[config.mk]
export PLATFORM = sky130hd
export DESIGN_NAME = mpi_top
export DESIGN_NICKNAME = d
export VERILOG_FILES = /design/src/rtl/mpi_pkg.sv /design/src/rtl/mpi_sync.sv /design/src/rtl/mpi_top.sv
export VERILOG_INCLUDE_DIRS = /design/src /design/src/rtl
export SDC_FILE = /design/constraint.sdc
export NUM_CORES = 1
export LEC_CHECK = 0
export BUFFER_PORTS_ARGS = -buffer_cell sky130_fd_sc_hd__buf_2
export CORE_UTILIZATION = 30
export DETAILED_ROUTE_END_ITERATION = 7
export HOLD_SLACK_MARGIN = 0.1
export PLACE_DENSITY = 0.49
export REMOVE_ABC_BUFFERS = 1
export SYNTH_ARGS = -nofsm -noshare
export SYNTH_HDL_FRONTEND = slang
export SYNTH_SLANG_ARGS = --single-unit
[constraint.sdc]
create_clock -name CLK_I -period 1.36 [get_ports CLK_I]
set_input_delay 0.204 -clock CLK_I [delete_from_list [all_inputs] [get_ports CLK_I]]
set_output_delay 0.204 -clock CLK_I [all_outputs]
set_load 0.1 [all_outputs]
[src/rtl/mpi_regs.svh]
// register offsets, field positions and reset values of the modem pin block
// Functional notes
// - the modem status register shows the carrier-detect input level in bit 7 on every read.
// - modem status bit 3 is set when carrier-detect changed level since the last status read.
// - with the modem status interrupt enabled, a change on carrier-detect or data-set-ready raises an interrupt.
// - the modem status register shows the data-set-ready input level in bit 5 on every read.
// - modem status bit 1 is set when data-set-ready changed level since the last status read.
// - the transceiver drive-off output is low whenever the cpu is not reading data.
// - setting the terminal-ready bit of the modem control register drives the terminal-ready output low.
// - terminal-ready goes inactive on master reset, in loop mode, or when its control bit is cleared.
// - the interrupt output is high for any enabled cause: receiver error, data available, fifo-mode time-out, empty holding register, modem status change.
// - the interrupt output drops once the pending cause is serviced, and on master reset.
// - while master reset is high most registers clear and the outputs take their reset levels.
// - setting modem control bit 2 or bit 3 drives user output a or b low.
// - both user outputs go high on master reset, in loop mode, or when their control bit is cleared.
`ifndef MPI_REGS_SVH
`define MPI_REGS_SVH

// register addresses on the 3-bit register port
`define MPI_ADDR_INT_ENABLE  3'h1
`define MPI_ADDR_INT_IDENT   3'h2
`define MPI_ADDR_MODEM_CTRL  3'h4
`define MPI_ADDR_MODEM_STAT  3'h6

// interrupt enable fields
`define MPI_IE_RXDATA        0
`define MPI_IE_THRE          1
`define MPI_IE_LINE          2
`define MPI_IE_MODEM         3

// modem control fields
`define MPI_MC_DTR           0
`define MPI_MC_RTS           1
`define MPI_MC_USER_A        2
`define MPI_MC_USER_B        3
`define MPI_MC_LOOP          4
`define MPI_MC_WIDTH         5

// modem status fields
`define MPI_MS_DSR_DELTA     1
`define MPI_MS_DCD_DELTA     3
`define MPI_MS_DSR_LEVEL     5
`define MPI_MS_DCD_LEVEL     7

// interrupt identification codes
`define MPI_ID_NONE          8'h01
`define MPI_ID_LINE          8'h06
`define MPI_ID_RXDATA        8'h04
`define MPI_ID_TIMEOUT       8'h0c
`define MPI_ID_THRE          8'h02
`define MPI_ID_MODEM         8'h00
`define MPI_ID_FIFO_FLAGS    8'hc0

// reset values
`define MPI_RST_BYTE         8'h00
`define MPI_RST_IE           4'h0
`define MPI_RST_MC           5'h00

// synchroniser lanes: carrier-detect, data-set-ready, master reset
`define MPI_SYNC_WIDTH       3
`define MPI_LANE_DCD         0
`define MPI_LANE_DSR         1
`define MPI_LANE_MRST        2

`endif

[src/rtl/mpi_pkg.sv]
// shared types of the modem pin block
package mpi_pkg;

   typedef logic [7:0] mpi_byte_t;
   typedef logic [2:0] mpi_addr_t;

   // highest pending interrupt cause, one-hot
   typedef enum logic [4:0] {
      MPI_CAUSE_NONE  = 5'b00001,
      MPI_CAUSE_LINE  = 5'b00010,
      MPI_CAUSE_RXD   = 5'b00100,
      MPI_CAUSE_THRE  = 5'b01000,
      MPI_CAUSE_MODEM = 5'b10000
   } mpi_cause_t;

endpackage

[src/rtl/mpi_sync.sv]
// two-flop synchronisers with change detection for the modem pins
`include "mpi_regs.svh"
`timescale 1ns/100ps
`default_nettype none

module mpi_sync
(
   input  wire logic                       clk_i,     // block clock
   input  wire logic                       resetn_i,  // async reset, active low
   input  wire logic [`MPI_SYNC_WIDTH-1:0] async_i,   // raw pin levels
   output logic      [`MPI_SYNC_WIDTH-1:0] level_o,   // synchronised levels
   output logic      [`MPI_SYNC_WIDTH-1:0] change_o   // one-cycle pulse per change
);

   genvar g;

   generate
      for (g = 0; g < `MPI_SYNC_WIDTH; g = g + 1)
      begin : lane
         logic meta_q;
         logic meta_d;
         logic sync_q;
         logic sync_d;
         logic last_q;
         logic last_d;
         // reset to the pin's idle level so no false change follows reset
         localparam logic idle_lvl = (g == `MPI_LANE_MRST) ? 1'b0 : 1'b1;

         // next values: first stage only feeds the second
         always_comb
         begin
            meta_d = async_i[g];
            sync_d = meta_q;
            last_d = sync_q;
         end

         // register stages
         always_ff @(posedge clk_i or negedge resetn_i)
         begin
            if (!resetn_i)
            begin
               meta_q <= idle_lvl;
               sync_q <= idle_lvl;
               last_q <= idle_lvl;
            end
            else
            begin
               meta_q <= meta_d;
               sync_q <= sync_d;
               last_q <= last_d;
            end
         end

         // edge detect on the settled stages only
         assign level_o[g]  = sync_q;
         assign change_o[g] = sync_q ^ last_q;
      end
   endgenerate

endmodule
`default_nettype wire

[src/rtl/mpi_top.sv]
// modem control and status pins, interrupt output and register port
`include "mpi_regs.svh"
`timescale 1ns/100ps
`default_nettype none

module mpi_top
(
   input  wire logic           CLK_I,               // 40 mhz clock
   input  wire logic           RESETN_I,            // async reset, active low
   input  wire logic           MASTER_RESET_I,      // master reset pin, active high
   input  wire logic [2:0]     ADDR_I,              // register address
   input  wire logic [7:0]     WDATA_I,             // write data
   input  wire logic           WR_I,                // write strobe
   input  wire logic           RD_I,                // read strobe
   output logic      [7:0]     RDATA_O,             // read data, cycle after strobe
   input  wire logic           DCD_N_I,             // carrier detect pin, active low
   input  wire logic           DSR_N_I,             // data set ready pin, active low
   input  wire logic           RX_ERROR_I,          // receiver error level
   input  wire logic           RX_AVAIL_I,          // receive data available level
   input  wire logic           RX_TIMEOUT_I,        // receive time-out level
   input  wire logic           FIFO_MODE_I,         // fifo mode enabled
   input  wire logic           THR_EMPTY_I,         // transmit holding register empty
   output logic                DTR_N_O,             // terminal ready, active low
   output logic                RTS_CTRL_O,          // stored request-to-send bit
   output logic                LOOP_O,              // loop mode bit
   output logic                USER_OUTPUT_A_N_O,   // user output a, active low
   output logic                USER_OUTPUT_B_N_O,   // user output b, active low
   output logic                XCVR_DRIVE_OFF_N_O,  // low when cpu not reading
   output logic                INT_O                // interrupt request, active high
);

   // synchronised pins
   logic [`MPI_SYNC_WIDTH-1:0] pin_raw;
   logic [`MPI_SYNC_WIDTH-1:0] pin_level;
   logic [`MPI_SYNC_WIDTH-1:0] pin_change;
   logic                       dcd_on;
   logic                       dsr_on;
   logic                       mrst;

   // register state
   logic [3:0]                 ie_q;
   logic [3:0]                 ie_d;
   logic [`MPI_MC_WIDTH-1:0]   mc_q;
   logic [`MPI_MC_WIDTH-1:0]   mc_d;
   logic                       dcd_delta_q;
   logic                       dcd_delta_d;
   logic                       dsr_delta_q;
   logic                       dsr_delta_d;
   logic                       thre_q;
   logic                       thre_d;
   logic                       thre_last_q;
   logic                       thre_last_d;

   // output flops
   mpi_pkg::mpi_byte_t         rdata_q;
   mpi_pkg::mpi_byte_t         rdata_d;
   logic                       dtr_n_q;
   logic                       dtr_n_d;
   logic                       usr_a_n_q;
   logic                       usr_a_n_d;
   logic                       usr_b_n_q;
   logic                       usr_b_n_d;
   logic                       drv_off_n_q;
   logic                       drv_off_n_d;
   logic                       int_q;
   logic                       int_d;

   // decoded accesses
   logic                       rd_stat;
   logic                       rd_ident;
   logic                       wr_ie;
   logic                       wr_mc;
   logic                       loop_on;

   // interrupt causes
   logic                       line_pend;
   logic                       rxd_pend;
   logic                       thre_pend;
   logic                       modem_pend;
   mpi_pkg::mpi_cause_t        cause;
   mpi_pkg::mpi_byte_t         ident_code;
   mpi_pkg::mpi_byte_t         stat_byte;

   // pin lanes into the synchroniser
   assign pin_raw[`MPI_LANE_DCD]  = DCD_N_I;
   assign pin_raw[`MPI_LANE_DSR]  = DSR_N_I;
   assign pin_raw[`MPI_LANE_MRST] = MASTER_RESET_I;

   mpi_sync u_sync
   (
      .clk_i    (CLK_I),
      .resetn_i (RESETN_I),
      .async_i  (pin_raw),
      .level_o  (pin_level),
      .change_o (pin_change)
   );

   // asserted-true views of the pins
   assign dcd_on  = ~pin_level[`MPI_LANE_DCD];
   assign dsr_on  = ~pin_level[`MPI_LANE_DSR];
   assign mrst    = pin_level[`MPI_LANE_MRST];
   assign loop_on = mc_q[`MPI_MC_LOOP];

   // address decode of the strobes
   assign rd_stat  = RD_I && (ADDR_I == `MPI_ADDR_MODEM_STAT);
   assign rd_ident = RD_I && (ADDR_I == `MPI_ADDR_INT_IDENT);
   assign wr_ie    = WR_I && (ADDR_I == `MPI_ADDR_INT_ENABLE);
   assign wr_mc    = WR_I && (ADDR_I == `MPI_ADDR_MODEM_CTRL);

   // enabled interrupt causes
   assign line_pend  = ie_q[`MPI_IE_LINE] && RX_ERROR_I;
   assign rxd_pend   = ie_q[`MPI_IE_RXDATA] && (RX_AVAIL_I || (RX_TIMEOUT_I && FIFO_MODE_I));
   assign thre_pend  = ie_q[`MPI_IE_THRE] && thre_q;
   assign modem_pend = ie_q[`MPI_IE_MODEM] && (dcd_delta_q || dsr_delta_q);

   // priority of the pending causes
   always_comb
   begin
      if (line_pend)
         cause = mpi_pkg::MPI_CAUSE_LINE;
      else if (rxd_pend)
         cause = mpi_pkg::MPI_CAUSE_RXD;
      else if (thre_pend)
         cause = mpi_pkg::MPI_CAUSE_THRE;
      else if (modem_pend)
         cause = mpi_pkg::MPI_CAUSE_MODEM;
      else
         cause = mpi_pkg::MPI_CAUSE_NONE;
   end

   // identification byte for the top cause
   always_comb
   begin
      case (cause)
         mpi_pkg::MPI_CAUSE_LINE:  ident_code = `MPI_ID_LINE;
         mpi_pkg::MPI_CAUSE_RXD:   ident_code = RX_AVAIL_I ? `MPI_ID_RXDATA : `MPI_ID_TIMEOUT;
         mpi_pkg::MPI_CAUSE_THRE:  ident_code = `MPI_ID_THRE;
         mpi_pkg::MPI_CAUSE_MODEM: ident_code = `MPI_ID_MODEM;
         default:                  ident_code = `MPI_ID_NONE;
      endcase
      if (FIFO_MODE_I)
         ident_code = ident_code | `MPI_ID_FIFO_FLAGS;
   end

   // modem status byte, unused bits zero
   always_comb
   begin
      stat_byte                    = `MPI_RST_BYTE;
      stat_byte[`MPI_MS_DCD_LEVEL] = dcd_on;
      stat_byte[`MPI_MS_DSR_LEVEL] = dsr_on;
      stat_byte[`MPI_MS_DCD_DELTA] = dcd_delta_q;
      stat_byte[`MPI_MS_DSR_DELTA] = dsr_delta_q;
   end

   // next control register values
   always_comb
   begin
      ie_d = ie_q;
      mc_d = mc_q;
      if (wr_ie)
         ie_d = WDATA_I[3:0];
      if (wr_mc)
         mc_d = WDATA_I[`MPI_MC_WIDTH-1:0];
      // writes are dropped while master reset holds
      if (mrst)
      begin
         ie_d = `MPI_RST_IE;
         mc_d = `MPI_RST_MC;
      end
   end

   // control registers
   always_ff @(posedge CLK_I or negedge RESETN_I)
   begin
      if (!RESETN_I)
      begin
         ie_q <= `MPI_RST_IE;
         mc_q <= `MPI_RST_MC;
      end
      else
      begin
         ie_q <= ie_d;
         mc_q <= mc_d;
      end
   end

   // next change flags
   always_comb
   begin
      dcd_delta_d = dcd_delta_q;
      dsr_delta_d = dsr_delta_q;
      // a status read clears both flags
      if (rd_stat)
      begin
         dcd_delta_d = 1'b0;
         dsr_delta_d = 1'b0;
      end
      // set wins, so a change during the clearing read is not lost
      if (pin_change[`MPI_LANE_DCD])
         dcd_delta_d = 1'b1;
      if (pin_change[`MPI_LANE_DSR])
         dsr_delta_d = 1'b1;
      if (mrst)
      begin
         dcd_delta_d = 1'b0;
         dsr_delta_d = 1'b0;
      end
   end

   // change flags
   always_ff @(posedge CLK_I or negedge RESETN_I)
   begin
      if (!RESETN_I)
      begin
         dcd_delta_q <= 1'b0;
         dsr_delta_q <= 1'b0;
      end
      else
      begin
         dcd_delta_q <= dcd_delta_d;
         dsr_delta_q <= dsr_delta_d;
      end
   end

   // next empty holding register flag
   always_comb
   begin
      thre_d      = thre_q;
      thre_last_d = THR_EMPTY_I;
      // serviced by reading the identification that reports it
      if (rd_ident && (cause == mpi_pkg::MPI_CAUSE_THRE))
         thre_d = 1'b0;
      if (!THR_EMPTY_I)
         thre_d = 1'b0;
      // a fresh empty edge or a new enable wins over the service read
      if ((THR_EMPTY_I && !thre_last_q) || (wr_ie && WDATA_I[`MPI_IE_THRE] && !ie_q[`MPI_IE_THRE]))
         thre_d = THR_EMPTY_I;
      if (mrst)
         thre_d = 1'b0;
   end

   // empty holding register flag
   always_ff @(posedge CLK_I or negedge RESETN_I)
   begin
      if (!RESETN_I)
      begin
         thre_q      <= 1'b0;
         thre_last_q <= 1'b0;
      end
      else
      begin
         thre_q      <= thre_d;
         thre_last_q <= thre_last_d;
      end
   end

   // next output values
   always_comb
   begin
      rdata_d = `MPI_RST_BYTE;
      case (ADDR_I)
         `MPI_ADDR_INT_ENABLE: rdata_d = {4'h0, ie_q};
         `MPI_ADDR_INT_IDENT:  rdata_d = ident_code;
         `MPI_ADDR_MODEM_CTRL: rdata_d = {3'h0, mc_q};
         `MPI_ADDR_MODEM_STAT: rdata_d = stat_byte;
         default:              rdata_d = `MPI_RST_BYTE;
      endcase
      if (!RD_I)
         rdata_d = `MPI_RST_BYTE;
      drv_off_n_d = RD_I;
      dtr_n_d     = ~(mc_d[`MPI_MC_DTR] && !mc_d[`MPI_MC_LOOP]);
      usr_a_n_d   = ~(mc_d[`MPI_MC_USER_A] && !mc_d[`MPI_MC_LOOP]);
      usr_b_n_d   = ~(mc_d[`MPI_MC_USER_B] && !mc_d[`MPI_MC_LOOP]);
      int_d       = (cause != mpi_pkg::MPI_CAUSE_NONE);
      if (mrst)
      begin
         rdata_d     = `MPI_RST_BYTE;
         drv_off_n_d = 1'b0;
         dtr_n_d     = 1'b1;
         usr_a_n_d   = 1'b1;
         usr_b_n_d   = 1'b1;
         int_d       = 1'b0;
      end
   end

   // output flops
   always_ff @(posedge CLK_I or negedge RESETN_I)
   begin
      if (!RESETN_I)
      begin
         rdata_q     <= `MPI_RST_BYTE;
         drv_off_n_q <= 1'b0;
         dtr_n_q     <= 1'b1;
         usr_a_n_q   <= 1'b1;
         usr_b_n_q   <= 1'b1;
         int_q       <= 1'b0;
      end
      else
      begin
         rdata_q     <= rdata_d;
         drv_off_n_q <= drv_off_n_d;
         dtr_n_q     <= dtr_n_d;
         usr_a_n_q   <= usr_a_n_d;
         usr_b_n_q   <= usr_b_n_d;
         int_q       <= int_d;
      end
   end

   // ports straight from flops
   assign RDATA_O            = rdata_q;
   assign XCVR_DRIVE_OFF_N_O = drv_off_n_q;
   assign DTR_N_O            = dtr_n_q;
   assign RTS_CTRL_O         = mc_q[`MPI_MC_RTS];
   assign LOOP_O             = loop_on;
   assign USER_OUTPUT_A_N_O  = usr_a_n_q;
   assign USER_OUTPUT_B_N_O  = usr_b_n_q;
   assign INT_O              = int_q;

endmodule
`default_nettype wire

==> key figures <==
Pwr
  • Sw Pwr: 0.5583 mW
  • Clk pwr share: 0.410
  • Leakage Power: 0.9315 nW
  • Internal power: 1.701 mW
  • Seq pwr share: 0.476
  • Switching share of power: 0.2471
  • Comb pwr share: 0.114
  • Max rail drop VDD: 0.5317 mV
  • PD cells: 1096 nW/um^2

Die
  • Die Area: 5399 um^2
  • Die X-Extent: 73.48 um
  • Io pins: 38
  • Row count: 25
  • Die H: 73.48 um
  • Core area: 4817 um^2
  • Initial core utilization: 0.3182

GRT
  • GRT Resource Usage Total: 0.1361
  • Antenna violations before repair: 0
  • Pin count of the biggest net entering global routing: 35
  • Vias in the first global route: 1150
  • First-pass GRT wire length: 5.319 mm
  • Overflow after GRT: 0

Setup path
  • CP Data Required Time: 1160 ps
  • Startpoint Class: flop
  • Crit Path Max Fanout: 1
  • CP cell instances: buf_2
  • Crit path largest cell delay: 420 ps
  • Kind of critical path: reg -> out
  • Crit end category: primary output
  • Crit-path slowest cell: buf_2
  • Worst path arrival time: 1030 ps
  • CP bufs+invs: 1
  • Critical path's top delay family: buffers and inverters

Final layout
  • Ant. Diodes: 0
  • Share of cells above drive strength 1: 0.3923
  • Area grow syn2layout: 34.53%
  • Fin cells: 248
  • Final Util: 0.4281
  • Nets: 203

CTS
  • CTS H-tree lvls: 2
  • Post-CTS Setup Repair Bufs: 0
  • Clk slew on worst S/H paths: 70 ps
  • Clock Sinks: 34
  • Clk buf depth: 2
  • CTS buffer count: 5
  • Root buffer cell: clkbuf_8
  • CTS tree: yes
  • Worst-skew pair later-pin latency: 290 ps

Worst hold path
  • Hold Crit Class: in -> reg

Logic synthesis
  • Async SR Flop Fraction: 1.000
  • Post-synthesis cell area: 1533 um^2
  • Number of enable flip-flop cells after synthesis: 0
  • Distinct cell type count after synthesis: 42
  • Register area share after synthesis: 0.5624
  • Synth Instances: 129
  • Yosys warns: 0
  • Synthesized flop and latch total: 34
  • Post-Syn Area per Cell: 11.88 um^2
  • Post-synth top flop: dfrtp_1

STA
  • Final Cycle Share: 0.9061
  • Endpoints failing hold: 0
  • Rel. slew slack: 0.6777
  • Pins Over Slew Limit: 0
  • Setup violators final: 0
  • Tmin final: 1232 ps
  • RSZ-0062 raised after global routing: false
  • Fin worst setup slack: 127.8 ps
  • Max frequency: 0.8115 GHz
  • Fin Clk Skew: 7.838 ps
  • Worst Tran Pin Value: 486.8 ps

Route
  • Remaining antenna violation count after routing: 0
  • DRT Pass-1 Iters: 4
  • First DRT Iteration DRCs: 83
  • Metal3 WL: 207 um
  • Routed vias/inst: 4.774
  • WL met2: 1.562 mm
  • Vias: 1184
  • Wl on met1: 1.488 mm
  • Final WL: 3.319 mm
  • Routed len/inst: 13.38 um
  • DR top layer: met4
  • Post-route DRC: 0

Placement
  • Gp weighted congestion: 0.7896
  • Input/output buffers: 34
  • Cells after DPL: 235
  • Pre-CTS setup slack: 15.95 ps
  • HPWL Detailed: 2.468 mm

Run status
  • Outcome: finished, final reports clean

Run
  • Max Cap Violations: 0
[registers in the layout, summed over array words and instances, names as in the netlist]
name                cells
RDATA_O                 8
USER_OUTPUT_B_N_O       1
DTR_N_O                 1
mc_q                    5
thre_last_q             1
dsr_delta_q             1
thre_q                  1
INT_O                   1
XCVR_DRIVE_OFF_N_O      1
ie_q                    4
u_sync.lane.last_q      2
u_sync.lane.meta_q      3
USER_OUTPUT_A_N_O       1
dcd_delta_q             1
u_sync.lane.last_d      3
[per-stage QoR]
step	area, um^2	hold WS (ps)	total power, mW	TNS [ps]
CTS	2059	190.4	2.298	0
global route	2062	202.0	2.378	0
finish	2062	195.7	2.259	0
detailed placement	1896	264.6	1.343	0
floorplan	1491	-91.59	1.211	-1018
global placement	1896	254.1	1.338	0
[cells by family (layout without fill, tap and decap cells)]
family                 after synthesis  after routing  share of synthesized area
AO/OA/AOI/OAI                       27             27                     0.1225
XOR/XNOR                             2              2                    0.01143
buffers and inverters               12             64                    0.03918
flip-flops                          34             34                     0.5625
multiplexers                        11             11                    0.07347
AND/OR/NAND/NOR                     43             43                     0.1910
[final timing paths]
check | start | endpoint | slack [ps] | depth (start not counted)
min in group asynchronous | RESETN_I | thre_q | 480 | 3
min reg2reg | u_sync.lane[1].meta_q | u_sync.lane[1].last_d | 360 | 0
max | RDATA_O[6] | RDATA_O[6] | 130 | 1
max reg2reg | mc_q[4] | DTR_N_O | 160 | 2
max in group asynchronous | RESETN_I | USER_OUTPUT_A_N_O | 530 | 3
min | WDATA_I[0] | mc_q[0] | 200 | 3
[per-layer routing]
metal / vias to the layer above / GRT usage
met3: 9 / 0.04390
li1: 567 / -
met5: - / 0
met4: 0 / 0.07051
met1: 568 / 0.1700
met2: 40 / 0.2100
[power groups by stage]
stage | Combinational, mW | Clock (mW) | Sequential [mW]
3_5_place_dp | 0.249 | 0 | 1.09
2_1_floorplan | 0.0698 | 0 | 1.14
4_1_cts | 0.260 | 0.963 | 1.08
3_3_place_gp | 0.246 | 0 | 1.09
5_1_grt | 0.279 | 1.02 | 1.08
6_report | 0.258 | 0.926 | 1.08
[cells in the mapped netlist (2+ instances only)]
cell	count	area, um^2
dfrtp_1	25	625.6
nor2_1	13	48.80
dfstp_2	9	236.5
mux2i_1	9	90.09
a21oi_1	6	30.03
inv_1	5	18.77
nand3b_1	5	37.54
a21o_1	4	30.03
a22oi_1	3	22.52
and3_1	3	18.77
and3b_1	3	26.28
buf_2	3	15.01
nor2b_1	3	18.77
o21ai_0	3	15.01
a22o_1	2	17.52
and4b_1	2	20.02
mux2_2	2	22.52
nand2_1	2	7.510
nor3b_2	2	25.02
or3b_1	2	17.52
xor2_1	2	17.52
[final cells by class]
cell class,count,area (um^2)
Sequential cell,34,862.1
Timing Repair Buffer,51,372.9
Tap cell,67,83.83
Clock buffer,5,68.82
Inverter,5,18.77
Clock inverter,3,45.04
Fill cell,468,2755
Multi-Input combinational cell,83,610.6
[what timing repair did]
| item | 4_1_cts | 5_1_grt |
|---|---|---|
| setup endpoints to repair | 0 | 1 |
| hold buffers | 5 | 0 |
| hold endpoints to repair | 29 | 0 |
| gates resized for setup | 0 | 1 |
[layout by cell type, fill, tap and decap left out, types with 2 or more instances in the layout]
cell	n
or3b_1	2
clkbuf_8	5
o21ai_0	3
a22oi_1	3
xor2_1	2
dfrtp_1	25
nor3b_2	2
nand3b_1	5
mux2_2	2
nor2b_1	3
dlygate4sd3_1	5
mux2i_1	9
nor2_1	13
buf_12	4
a21oi_1	6
a21o_1	4
a22o_1	2
and3_1	3
nand2_1	2
and3b_1	3
buf_2	29
and4b_1	2
dfstp_2	9
inv_1	5
buf_4	12
clkinvlp_4	2
Power figures use the tool's default switching activity.
